**src/ccdb_pkg.sv**
```systemverilog
package ccdb_pkg;
  localparam int          ADDR_W        = 8;
  localparam logic [7:0]  OFS_DIVIDER   = 8'h00;
  localparam logic [7:0]  OFS_PORT2_M1  = 8'h04;
  localparam logic [7:0]  OFS_AUX_CTL1  = 8'h08;
  localparam logic [7:0]  OFS_PWR_CTL   = 8'h0C;
  localparam logic [7:0]  OFS_INT_EN0   = 8'h10;
  localparam logic [7:0]  OFS_STATUS    = 8'h14;
  localparam int          BIT_CLKOUT_EN = 1;
  localparam int          BIT_BO_INTSEL = 5;
  localparam int          BIT_BO_DIS    = 6;
  localparam int          BIT_BO_FLAG   = 5;
  localparam int          BIT_GLOBAL_IE = 7;
  localparam int          BIT_BO_IE     = 5;
  localparam logic [7:0]  CPU_CLOCK_DIVIDER_VALUE_RESET    = 8'h00;
  localparam logic [2:0]  OSC_RC        = 3'h3;
  localparam logic [2:0]  OSC_EXT       = 3'h4;
  localparam logic [2:0]  MC_LAST_PHASE = 3'h5;
  localparam logic [2:0]  CLKOUT_HIGH_N = 3'h3;
  localparam logic [10:0] PERIOD_ONE    = 11'h001;
  localparam logic [1:0]  RESP_OKAY     = 2'h0;
  localparam logic [1:0]  RESP_SLVERR   = 2'h2;
endpackage

```
**src/ccdb_top.sv**
```systemverilog
`timescale 1ns/10ps
module ccdb_top (
  input  wire logic                        CLK_SYS,
  input  wire logic                        RST,
  input  wire logic [2:0]                  OSC_TYPE_CFG,
  input  wire logic                        LEGACY_TIMING_SELECT,
  input  wire logic                        BROWNOUT_LEVEL_SELECT,
  input  wire logic                        OSC_RUNNING,
  input  wire logic                        BROWNOUT_DETECT_ASYNC,
  input  wire logic [ccdb_pkg::ADDR_W-1:0] AWADDR,
  input  wire logic                        AWVALID,
  output logic                             AWREADY,
  input  wire logic [31:0]                 WDATA,
  input  wire logic [3:0]                  WSTRB,
  input  wire logic                        WVALID,
  output logic                             WREADY,
  output logic [1:0]                       BRESP,
  output logic                             BVALID,
  input  wire logic                        BREADY,
  input  wire logic [ccdb_pkg::ADDR_W-1:0] ARADDR,
  input  wire logic                        ARVALID,
  output logic                             ARREADY,
  output logic [31:0]                      RDATA,
  output logic [1:0]                       RRESP,
  output logic                             RVALID,
  input  wire logic                        RREADY,
  output logic                             CPU_CLK_TICK,
  output logic                             MACHINE_CYCLE_TICK,
  output logic                             CLOCK_OUTPUT_PIN_O,
  output logic                             CLOCK_OUTPUT_PIN_OE,
  output logic                             OSC_OUT_PORT_PIN_GPIO,
  output logic                             BROWNOUT_LEVEL_LOW,
  output logic                             CPU_RESET,
  output logic                             BROWNOUT_IRQ
);
  import ccdb_pkg::*;

  // Configuration, captured only while reset is held.
  logic [2:0]  osc_q, osc_d;
  logic        legacy_q, legacy_d;
  logic        lvl_q, lvl_d;
  logic        clkout_ok;

  always_comb begin
    osc_d    = RST ? OSC_TYPE_CFG : osc_q;
    legacy_d = RST ? LEGACY_TIMING_SELECT : legacy_q;
    lvl_d    = RST ? BROWNOUT_LEVEL_SELECT : lvl_q;
    clkout_ok = (osc_q == OSC_RC) || (osc_q == OSC_EXT);
  end

  always_ff @(posedge CLK_SYS) begin
    osc_q    <= osc_d;
    legacy_q <= legacy_d;
    lvl_q    <= lvl_d;
  end

  // Software registers.
  logic [7:0] cpu_clock_divider_value_q, cpu_clock_divider_value_d;
  logic       clkout_en_q, clkout_en_d;
  logic       bo_intsel_q, bo_intsel_d;
  logic       bo_dis_q, bo_dis_d;
  logic       bo_flag_q, bo_flag_d;
  logic       ea_q, ea_d;
  logic       ebo_q, ebo_d;

  // AXI4-Lite slave state.
  logic [ADDR_W-1:0] awaddr_q, awaddr_d;
  logic              awhave_q, awhave_d;
  logic [7:0]        wbyte_q, wbyte_d;
  logic              wlane_q, wlane_d;
  logic              whave_q, whave_d;
  logic              awrdy_q, awrdy_d;
  logic              wrdy_q, wrdy_d;
  logic              bvalid_q, bvalid_d;
  logic [1:0]        bresp_q, bresp_d;
  logic              arrdy_q, arrdy_d;
  logic              rvalid_q, rvalid_d;
  logic [31:0]       rdata_q, rdata_d;
  logic [1:0]        rresp_q, rresp_d;
  logic              wr_go;
  logic              wr_hit;
  logic              rd_hit;
  logic              power_control_reg_clear;

  // Brownout state.
  logic bo_s1_q, bo_s2_q, bo_prev_q;
  logic rst_out_q, rst_out_d;
  logic irq_q, irq_d;
  logic bo_active;
  logic bo_rise;

  always_comb begin
    bo_active = bo_s2_q && !bo_dis_q;
    bo_rise   = bo_s2_q && !bo_prev_q && !bo_dis_q;
    rst_out_d = bo_active && !bo_intsel_q;
    irq_d     = bo_rise && bo_intsel_q && ea_q && ebo_q;
  end

  always_ff @(posedge CLK_SYS) begin
    if (RST) begin
      bo_s1_q   <= 1'b0;
      bo_s2_q   <= 1'b0;
      bo_prev_q <= 1'b0;
      rst_out_q <= 1'b1;
      irq_q     <= 1'b0;
    end else begin
      bo_s1_q   <= BROWNOUT_DETECT_ASYNC;
      bo_s2_q   <= bo_s1_q;
      bo_prev_q <= bo_s2_q;
      rst_out_q <= rst_out_d;
      irq_q     <= irq_d;
    end
  end

  always_comb begin
    awaddr_d = awaddr_q;
    awhave_d = awhave_q;
    wbyte_d  = wbyte_q;
    wlane_d  = wlane_q;
    whave_d  = whave_q;
    bvalid_d = bvalid_q;
    bresp_d  = bresp_q;
    arrdy_d  = arrdy_q;
    rvalid_d = rvalid_q;
    rdata_d  = rdata_q;
    rresp_d  = rresp_q;
    cpu_clock_divider_value_d      = cpu_clock_divider_value_q;
    clkout_en_d = clkout_en_q;
    bo_intsel_d = bo_intsel_q;
    bo_dis_d    = bo_dis_q;
    ea_d        = ea_q;
    ebo_d       = ebo_q;
    power_control_reg_clear  = 1'b0;
    wr_hit      = 1'b0;
    rd_hit      = 1'b1;
    if (AWVALID && awrdy_q) begin
      awaddr_d = AWADDR;
      awhave_d = 1'b1;
    end
    if (WVALID && wrdy_q) begin
      wbyte_d = WDATA[7:0];
      wlane_d = WSTRB[0];
      whave_d = 1'b1;
    end
    if (BREADY && bvalid_q) begin
      bvalid_d = 1'b0;
    end
    wr_go = awhave_q && whave_q && !bvalid_q;
    if (wr_go) begin
      awhave_d = 1'b0;
      whave_d  = 1'b0;
      bvalid_d = 1'b1;
      wr_hit   = 1'b1;
      unique case (awaddr_q)
        OFS_DIVIDER: begin
          if (wlane_q) begin
            cpu_clock_divider_value_d = wbyte_q;
          end
        end
        OFS_PORT2_M1: begin
          if (wlane_q) begin
            clkout_en_d = wbyte_q[BIT_CLKOUT_EN];
          end
        end
        OFS_AUX_CTL1: begin
          if (wlane_q) begin
            bo_intsel_d = wbyte_q[BIT_BO_INTSEL];
            bo_dis_d    = wbyte_q[BIT_BO_DIS];
          end
        end
        OFS_PWR_CTL: begin
          power_control_reg_clear = wlane_q && !wbyte_q[BIT_BO_FLAG];
        end
        OFS_INT_EN0: begin
          if (wlane_q) begin
            ea_d  = wbyte_q[BIT_GLOBAL_IE];
            ebo_d = wbyte_q[BIT_BO_IE];
          end
        end
        OFS_STATUS: begin
          wr_hit = 1'b1;
        end
        default: begin
          wr_hit = 1'b0;
        end
      endcase
      bresp_d = wr_hit ? RESP_OKAY : RESP_SLVERR;
    end
    awrdy_d = !awhave_d;
    wrdy_d  = !whave_d;
    if (RREADY && rvalid_q) begin
      rvalid_d = 1'b0;
      arrdy_d  = 1'b1;
    end
    if (ARVALID && arrdy_q) begin
      rvalid_d = 1'b1;
      arrdy_d  = 1'b0;
      rdata_d  = 32'h0000_0000;
      unique case (ARADDR)
        OFS_DIVIDER:  rdata_d[7:0] = cpu_clock_divider_value_q;
        OFS_PORT2_M1: rdata_d[BIT_CLKOUT_EN] = clkout_en_q;
        OFS_AUX_CTL1: begin
          rdata_d[BIT_BO_INTSEL] = bo_intsel_q;
          rdata_d[BIT_BO_DIS]    = bo_dis_q;
        end
        OFS_PWR_CTL:  rdata_d[BIT_BO_FLAG] = bo_flag_q;
        OFS_INT_EN0: begin
          rdata_d[BIT_GLOBAL_IE] = ea_q;
          rdata_d[BIT_BO_IE]     = ebo_q;
        end
        OFS_STATUS:   rdata_d[6:0] = {rst_out_q, bo_active, lvl_q, legacy_q, osc_q};
        default:      rd_hit = 1'b0;
      endcase
      rresp_d = rd_hit ? RESP_OKAY : RESP_SLVERR;
    end
    bo_flag_d = bo_rise || (bo_flag_q && !power_control_reg_clear);
  end

  always_ff @(posedge CLK_SYS) begin
    if (RST) begin
      awaddr_q    <= '0;
      awhave_q    <= 1'b0;
      wbyte_q     <= 8'h00;
      wlane_q     <= 1'b0;
      whave_q     <= 1'b0;
      awrdy_q     <= 1'b1;
      wrdy_q      <= 1'b1;
      bvalid_q    <= 1'b0;
      bresp_q     <= RESP_OKAY;
      arrdy_q     <= 1'b1;
      rvalid_q    <= 1'b0;
      rdata_q     <= 32'h0000_0000;
      rresp_q     <= RESP_OKAY;
      cpu_clock_divider_value_q      <= CPU_CLOCK_DIVIDER_VALUE_RESET;
      clkout_en_q <= 1'b0;
      bo_intsel_q <= 1'b0;
      bo_dis_q    <= 1'b0;
      bo_flag_q   <= 1'b0;
      ea_q        <= 1'b0;
      ebo_q       <= 1'b0;
    end else begin
      awaddr_q    <= awaddr_d;
      awhave_q    <= awhave_d;
      wbyte_q     <= wbyte_d;
      wlane_q     <= wlane_d;
      whave_q     <= whave_d;
      awrdy_q     <= awrdy_d;
      wrdy_q      <= wrdy_d;
      bvalid_q    <= bvalid_d;
      bresp_q     <= bresp_d;
      arrdy_q     <= arrdy_d;
      rvalid_q    <= rvalid_d;
      rdata_q     <= rdata_d;
      rresp_q     <= rresp_d;
      cpu_clock_divider_value_q      <= cpu_clock_divider_value_d;
      clkout_en_q <= clkout_en_d;
      bo_intsel_q <= bo_intsel_d;
      bo_dis_q    <= bo_dis_d;
      bo_flag_q   <= bo_flag_d;
      ea_q        <= ea_d;
      ebo_q       <= ebo_d;
    end
  end

  // CPU clock divider and clock output.
  logic [10:0] cnt_q, cnt_d;
  logic [10:0] period_q, period_d;
  logic [10:0] period_new;
  logic        tick_now;
  logic        tick_q;
  logic [2:0]  phase_q, phase_d;
  logic        clkout_q, clkout_d;
  logic        oe_q, oe_d;
  logic        gpio_q, gpio_d;
  logic        mtick_q, mtick_d;

  always_comb begin
    // ratio two times N plus two, one when N is zero
    if (cpu_clock_divider_value_q == CPU_CLOCK_DIVIDER_VALUE_RESET) begin
      period_new = PERIOD_ONE;
    end else begin
      period_new = {2'b00, cpu_clock_divider_value_q, 1'b0} + 11'h002;
    end
    if (legacy_q) begin
      period_new = {period_new[9:0], 1'b0};
    end
    tick_now = (cnt_q == period_q - PERIOD_ONE);
    cnt_d    = tick_now ? 11'h000 : cnt_q + 11'h001;
    period_d = tick_now ? period_new : period_q;
    phase_d  = phase_q;
    mtick_d  = 1'b0;
    if (tick_q) begin
      phase_d = (phase_q == MC_LAST_PHASE) ? 3'h0 : phase_q + 3'h1;
      mtick_d = (phase_q == MC_LAST_PHASE);
    end
    clkout_d = (phase_d < CLKOUT_HIGH_N);
    oe_d     = clkout_en_q && clkout_ok && OSC_RUNNING;
    gpio_d   = (osc_q == OSC_EXT) && !clkout_en_q;
  end

  always_ff @(posedge CLK_SYS) begin
    if (RST) begin
      cnt_q    <= 11'h000;
      period_q <= PERIOD_ONE;
      tick_q   <= 1'b0;
      phase_q  <= 3'h0;
      clkout_q <= 1'b0;
      oe_q     <= 1'b0;
      gpio_q   <= 1'b0;
      mtick_q  <= 1'b0;
    end else begin
      cnt_q    <= cnt_d;
      period_q <= period_d;
      tick_q   <= tick_now;
      phase_q  <= phase_d;
      clkout_q <= clkout_d;
      oe_q     <= oe_d;
      gpio_q   <= gpio_d;
      mtick_q  <= mtick_d;
    end
  end

  assign AWREADY               = awrdy_q;
  assign WREADY                = wrdy_q;
  assign BVALID                = bvalid_q;
  assign BRESP                 = bresp_q;
  assign ARREADY               = arrdy_q;
  assign RVALID                = rvalid_q;
  assign RDATA                 = rdata_q;
  assign RRESP                 = rresp_q;
  assign CPU_CLK_TICK          = tick_q;
  assign MACHINE_CYCLE_TICK    = mtick_q;
  assign CLOCK_OUTPUT_PIN_O    = clkout_q;
  assign CLOCK_OUTPUT_PIN_OE   = oe_q;
  assign OSC_OUT_PORT_PIN_GPIO = gpio_q;
  assign BROWNOUT_LEVEL_LOW    = lvl_q;
  assign CPU_RESET             = rst_out_q;
  assign BROWNOUT_IRQ          = irq_q;
endmodule

```
**config.mk**
```make
export PLATFORM = sky130hd
export DESIGN_NAME = ccdb_top
export DESIGN_NICKNAME = d
export VERILOG_FILES = /design/src/ccdb_pkg.sv /design/src/ccdb_top.sv
export SDC_FILE = /design/constraint.sdc
export NUM_CORES = 1
export LEC_CHECK = 0
export ABC_AREA = 1
export BUFFER_PORTS_ARGS = -buffer_cell sky130_fd_sc_hd__buf_2
export CORE_UTILIZATION = 40
export DETAILED_ROUTE_END_ITERATION = 10
export PLACE_DENSITY = 0.68
export SYNTH_ARGS = -nofsm -noshare
export SYNTH_HDL_FRONTEND = slang
export SYNTH_SLANG_ARGS = --single-unit
```
**constraint.sdc**
```tcl
create_clock -name CLK_SYS -period 3.1 [get_ports CLK_SYS]
set_input_delay 0.155 -clock CLK_SYS [delete_from_list [all_inputs] [get_ports CLK_SYS]]
set_output_delay 0.155 -clock CLK_SYS [all_outputs]
set_load 0.02 [all_outputs]
```
; ---- Word level (Yosys, flattened, before mapping)
; Cells that the tools add are included.
[totals]
register_bits = 90
latch_bits = 0
mem_bits_rw = 0
rom_bits = 0
inputBits = 66
out_inout_bits = 49
wordCells = 127
memories = 0
[classes]
add_sub_neg = 4
multipliers = 0
div = 0
magnitude_cmp = 1
n_eq_ne = 14
n_shift = 0
n_mux = 28
n_bitwise = 1
reduce_logical = 43
[ops]
columns = operator, n
row1 = $eq 8x4->1 const B, 4
row2 = $eq 8x5->1 const B, 4
row3 = $logic_not 8->1, 3
row4 = $logic_and 1x1->1, 19
row5 = $eq 8x3->1 const B, 2
row6 = $mux 1, 16
row7 = $reduce_and 3->1, 4
row8 = $reduce_or 6->1, 2
row9 = $add 11x1->11 const B, 1
row10 = $eq 11x11->1, 1
row11 = $mux 11, 1
row12 = $sub 11x1->11 const B, 1
row13 = $add 9x2->10 const B, 1
row14 = $mux 10, 1
row15 = $logic_not 1->1, 9
row16 = $eq 3x3->1 const B, 2
row17 = $mux 3, 2
row18 = $pmux 1 s3, 2
row19 = $pmux 3 s2, 1
row20 = $pmux 1 s5, 1
row21 = $mux 2, 2
row22 = $pmux 1 s2, 2
row23 = $reduce_bool 2->1, 2
row24 = $reduce_or 2->1, 2
row25 = other kinds (5), 6

; ---- Logic depth before layout (Yosys ltp)
[depth]
ltp_word = 7
ltp_mapped = 15
ltp_nobuf = 15

; ---- Worst setup path before layout
; Ideal clock, no wire load.
[synth_path]
kind = register to register
start = reg period_q[0]
end = reg period_q[10]
setup_time_ns = 0.114
t_arrival_ns = 1.595
path_slack_ns = 1.391
path_stages_with_launch = 13
period_less_slack_ns = 1.709
cell_sequence = dfxtp_1 inv_2 ha_1 xnor2_1 nor2_1 nand3_1 nor2_1 nand2_1 nor2_2 nand2_2 buf_4 nand3_1 nand2_1
[synth_between]
elab_chain_len = 2
[synth_lines]
columns = item, line_no
row1 = from (decl), ccdb_top.sv:267  ; logic [10:0] period_q, period_d;
row2 = from (signal assigned), ccdb_top.sv:313  ; period_q <= period_d;
row3 = $sub 11x1->11, ccdb_top.sv:287  ; tick_now = (cnt_q == period_q - PERIOD_ONE);
row4 = $eq 11x11->1, ccdb_top.sv:287
; No other way between the ends.
; A chain may end at the register's enable or synchronous reset.

; ---- Worst setup path after layout
[layout_path]
start = reg period_q[0]
end = reg cnt_q[10]
[layout_between]
elab_chain_len = 3
[layout_lines]
columns = item, line_no
row1 = $sub 11x1->11, ccdb_top.sv:287
row2 = $eq 11x11->1, ccdb_top.sv:287
row3 = $reduce_or 2->1 (no source line), n/a
row4 = to (signal assigned), ccdb_top.sv:312  ; cnt_q <= cnt_d;
row5 = to (decl), ccdb_top.sv:266  ; logic [10:0] cnt_q, cnt_d;
; No other way between the ends.

==> summary.md <==
| Metric | Value |
|---|---|
| Critical Setup Path Class | reg2reg |
| Layout overhead on the synthesized area | 14.2% |
| Final setup viols | 0 |
| Resized cells post-CTS | 0 |
| Syn Inst Count | 584 |
| Most used standard cells in the synthesized netlist | 111 x sky130_fd_sc_hd__nand2_1, 83 x sky130_fd_sc_hd__dfxtp_1, 79 x sky130_fd_sc_hd__nor2_1, 71 x sky130_fd_sc_hd__inv_1 |
| Worst r2r path cells | 14 |
| Via density | between 4 and 5 |
| Count of pins over their slew limit | 0 |
| Io pins | between 100 and 150 |
| Number of inserted diodes | 0 |
| Antenna violations before repair | 0 |
| Fraction of layout instances using a drive strength above 1 | between 10% and 20% |
| Worst Min Path Start | BREADY |
| Most crowded layer after global routing | met2 |
| Final Critical Period | between 2 and 2.5 ns |
| Core region area | around 0.010 sq mm |
| Clock tree from TritonCTS | done |
| Setup skew after layout | between 0.015 and 0.02 ns |
| Most frequently used flop master after synthesis | sky130_fd_sc_hd__dfxtp_1 |
| Tcrit/Tclk final | a little over two thirds |
| Pin count of the biggest net entering global routing | 34 |
| Remaining antenna violation count | 0 |
| Final routed wire length divided by cell count | roughly 11 microns |
| Met3 track utilization from global routing | approximately 3.7% |
| Post-synth EDFFs | 5 |
| HPWL after DPL | roughly 6.3 mm |
| Total of max-cap violations | 0 |
| First-pass GRT wire length | approximately 14 mm |
| Floorplan die width | roughly 100 microns |
| Most frequently used cell type in the post-synthesis netlist | sky130_fd_sc_hd__nand2_1 |
| Unrepaired setup endpoints after global routing | no |
| Critical R2R Capture | cnt_q[10]$_SDFF_PP0_ |
| GRT Residual Overflow | 0 |
| Total Nets Final | slightly above 700 |
| Flop2flop setup slack | 0.92 ns |
| Warning count from the yosys run | 0 |
| End of the worst hold path | BVALID$_SDFFE_PP0P_ |
| Multi-input logic area | a little under 0.002 sq mm |
| Max frequency | about 0.46 GHz |
| Netlist Area Pre-Place | 0.00424 sq mm |
| Top cell type's share of synthesized area | roughly two fifths |
| Area of all sequential standard cells | 0.00181 sq mm |
| Die outline height | around 100 microns |
| Vias in the first global route | between 3,000 and 4,000 |
| Number of DRC violations after detailed-routing iteration 0 | between 100 and 150 |
| Type of element capturing the critical path | flop |
| Global-route usage over all layers | between 15 and 20% |
| Data required time of the critical path | 3.33 ns |
| Number of placement rows | 37 |
| Skew-Pair Late Insertion Delay | 0.36 ns |
| Power density relative to cell area | 629 mW/mm^2 |
| Data arrival time of the critical path | roughly 2.4 ns |
| Final Wtd Congestion | between 0.8 and 0.9 |
| Remaining max-slew budget at the tightest pin | 49.9% |
| Buffer type at the clock tree root | sky130_fd_sc_hd__clkbuf_8 |
| I/O Buffers | ~60 |
| Max IR drop VDD | roughly 320 uV |
| Via count | around 3,700 |
| Largest cells by area after synthesis | sky130_fd_sc_hd__dfxtp_1 39%, sky130_fd_sc_hd__nand2_1 9.8%, sky130_fd_sc_hd__nor2_1 7.0% |
| Effective utilization at floorplan | approximately 40% |
| Class of the tightest hold or removal check | in2reg |
| Setup TNS Final | 0 ns |
| Area of the die | between 0.01 and 0.015 sq mm |
| Layout fillers | between 1,000 and 1,500 |
| Static leakage | 2.21 nW |
| Number of synthesized register bits | slightly below 90 |
| Run status | finished, final reports clean |
| Number of buffers added by the clock tree synthesis step | 9 |
| Number of H-tree levels | 3 |
| Sort of element at the start of the critical path | flop |
| CTS Buffer Depth | 2 |
| Max FO, Critical Path | 13 |
| Iteration count of the initial detailed-routing pass | 4 |
| Worst-margin pin slew | ~0.75 ns |
| Fraction of registers with async set or reset after synthesis | 0% |
| Startpoint of the worst-slack reg-to-reg timing path | period_q[0]$_SDFFE_PP1N_ |
| Met2 track demand over resource | 29.4% |
| Total DRC errors in the routed layout | 0 |
| Global Route met1 Usage | between 10% and 20% |
| Final number of hold-violating endpoints | 0 |
| Share of synthesized area occupied by flip-flops and latches | ~43% |
| Synthesized area per cell | around 7.3 sq um |
| Depth of the worst hold-timing path | 4 |
| Clock sinks | just under 90 |
| Total Power Consumption | roughly 0.0030 W |
| Cell accounting for the most synthesized area | sky130_fd_sc_hd__dfxtp_1 |
| Aggregate routed wire length | ~8.4 mm |
| Clk slew on worst S/H paths | 0.10 ns |
| Number of library cell types mapped by synthesis | 37 |
## where the power goes
group	total [W]	internal [W]	leakage, nW	switching, W
Combinational	0.000875	0.000275	1.37	0.000600
Sequential	0.00129	0.00123	0.727	0.0000616
Clock	0.000882	0.000439	0.115	0.000443
Total	0.00305	0.00194	2.21	0.00111
## state kept, by name, summed over array words and instances, names as in the netlist, 3 cells and up
name	count
wbyte_q	8
cnt_q	11
period_q	11
phase_q	3
osc_q	3
awaddr_q	8
RDATA	8
cpu_clock_divider_value_q	8
## metrics by stage
step           setup WS [ns]  utilization, %  cell area [sq um]  hold slack [ns]  cells
2_1_floorplan           1.39               -               4340            0.254    609
3_3_place_gp           0.943            44.2               4560            0.332    766
3_5_place_dp           0.895            44.2               4560            0.333    766
4_1_cts                0.880            46.9               4840           0.0218    788
5_1_grt                0.657            46.9               4840           0.0331    788
6_report               0.916            46.9               4840           0.0376    788
## placed cells by master, fill, tap and decap left out, types with 2 or more instances in the layout
cell | netlist | routed
sky130_fd_sc_hd__nor3_2 | 2 | 2
sky130_fd_sc_hd__a21oi_1 | 29 | 29
sky130_fd_sc_hd__nor2_1 | 79 | 79
sky130_fd_sc_hd__nand3_1 | 42 | 42
sky130_fd_sc_hd__o221ai_1 | 4 | 4
sky130_fd_sc_hd__inv_6 | 0 | 4
sky130_fd_sc_hd__clkbuf_8 | 0 | 9
sky130_fd_sc_hd__nor3_1 | 13 | 13
sky130_fd_sc_hd__dlygate4sd3_1 | 0 | 6
sky130_fd_sc_hd__nand2_1 | 111 | 111
sky130_fd_sc_hd__nand3b_1 | 3 | 3
sky130_fd_sc_hd__o21ai_0 | 42 | 42
sky130_fd_sc_hd__buf_4 | 28 | 3
sky130_fd_sc_hd__edfxtp_1 | 5 | 5
sky130_fd_sc_hd__conb_1 | 1 | 26
sky130_fd_sc_hd__nor4_1 | 2 | 2
sky130_fd_sc_hd__ha_1 | 4 | 4
sky130_fd_sc_hd__xnor2_1 | 10 | 10
sky130_fd_sc_hd__o211ai_1 | 2 | 2
sky130_fd_sc_hd__dfxtp_1 | 83 | 83
sky130_fd_sc_hd__nand4_1 | 7 | 7
sky130_fd_sc_hd__buf_2 | 1 | 61
sky130_fd_sc_hd__inv_1 | 71 | 71
sky130_fd_sc_hd__a211oi_1 | 7 | 7
sky130_fd_sc_hd__xor2_1 | 10 | 10
sky130_fd_sc_hd__nor2_2 | 3 | 3
## layout make-up
type / count / share of cell area [%]
Multi-Input combinational cell: 406 / 40.9
Sequential cell: 88 / 37.4
Timing Repair Buffer: 70 / 8.01
Inverter: 72 / 5.58
Tap cell: 136 / 3.51
Clock buffer: 10 / 3.07
Clock inverter: 6 / 1.58
## critical path, cell delays in order (launching register included)
cell	delay (ns)
sky130_fd_sc_hd__dfxtp_1	0.41
sky130_fd_sc_hd__inv_2	0.10
sky130_fd_sc_hd__ha_1	0.24
sky130_fd_sc_hd__inv_1	0.06
sky130_fd_sc_hd__nand2_1	0.06
sky130_fd_sc_hd__nand2_1	0.07
sky130_fd_sc_hd__nand2_1	0.04
sky130_fd_sc_hd__nand2_1	0.05
sky130_fd_sc_hd__nand3_1	0.06
sky130_fd_sc_hd__nor2_1	0.14
sky130_fd_sc_hd__nand2_1	0.08
sky130_fd_sc_hd__nor2_2	0.09
sky130_fd_sc_hd__nand2_2	0.18
sky130_fd_sc_hd__nand2_1	0.38
sky130_fd_sc_hd__nor2_1	0.09
## repair_timing
action | CTS | global route
buffers inserted | 0 | 0
hold endpoints to repair | 6 | 0
hold buffers | 6 | 0
## kinds of logic (layout without fill, tap and decap cells)
family                   Yosys count  count (layout)  synth area share (%)
buffers and inverters            115             158                  12.9
XOR/XNOR                          20              20                  4.13
flip-flops                        88              88                  42.7
other                              1              26                0.0884
adder cells (fa/ha/maj)            4               4                  1.18
AND/OR/NAND/NOR                  267             267                  27.3
AO/OA/AOI/OAI                     89              89                  11.8
## routing by layer
layer	routed length, microns	vias to the layer above
li1	-	1957
met1	3850	1643
met2	4150	66
met3	246	12
met4	112	0
met5	0	-
## worst max path at each step
stage / start / end / slack (ns) / depth (start not counted)
CTS: period_q[0]$_SDFFE_PP1N_ / cnt_q[10]$_SDFF_PP0_ / 0.88 / 11
finish: period_q[0]$_SDFFE_PP1N_ / cnt_q[10]$_SDFF_PP0_ / 0.92 / 14
detailed placement: period_q[0]$_SDFFE_PP1N_ / cnt_q[10]$_SDFF_PP0_ / 0.89 / 14
floorplan: period_q[0]$_SDFFE_PP1N_ / period_q[10]$_SDFFE_PP0N_ / 1.39 / 12
global placement: period_q[0]$_SDFFE_PP1N_ / cnt_q[10]$_SDFF_PP0_ / 0.94 / 11
global route: period_q[0]$_SDFFE_PP1N_ / cnt_q[2]$_SDFF_PP0_ / 0.66 / 12
Power figures use the tool's default switching activity.
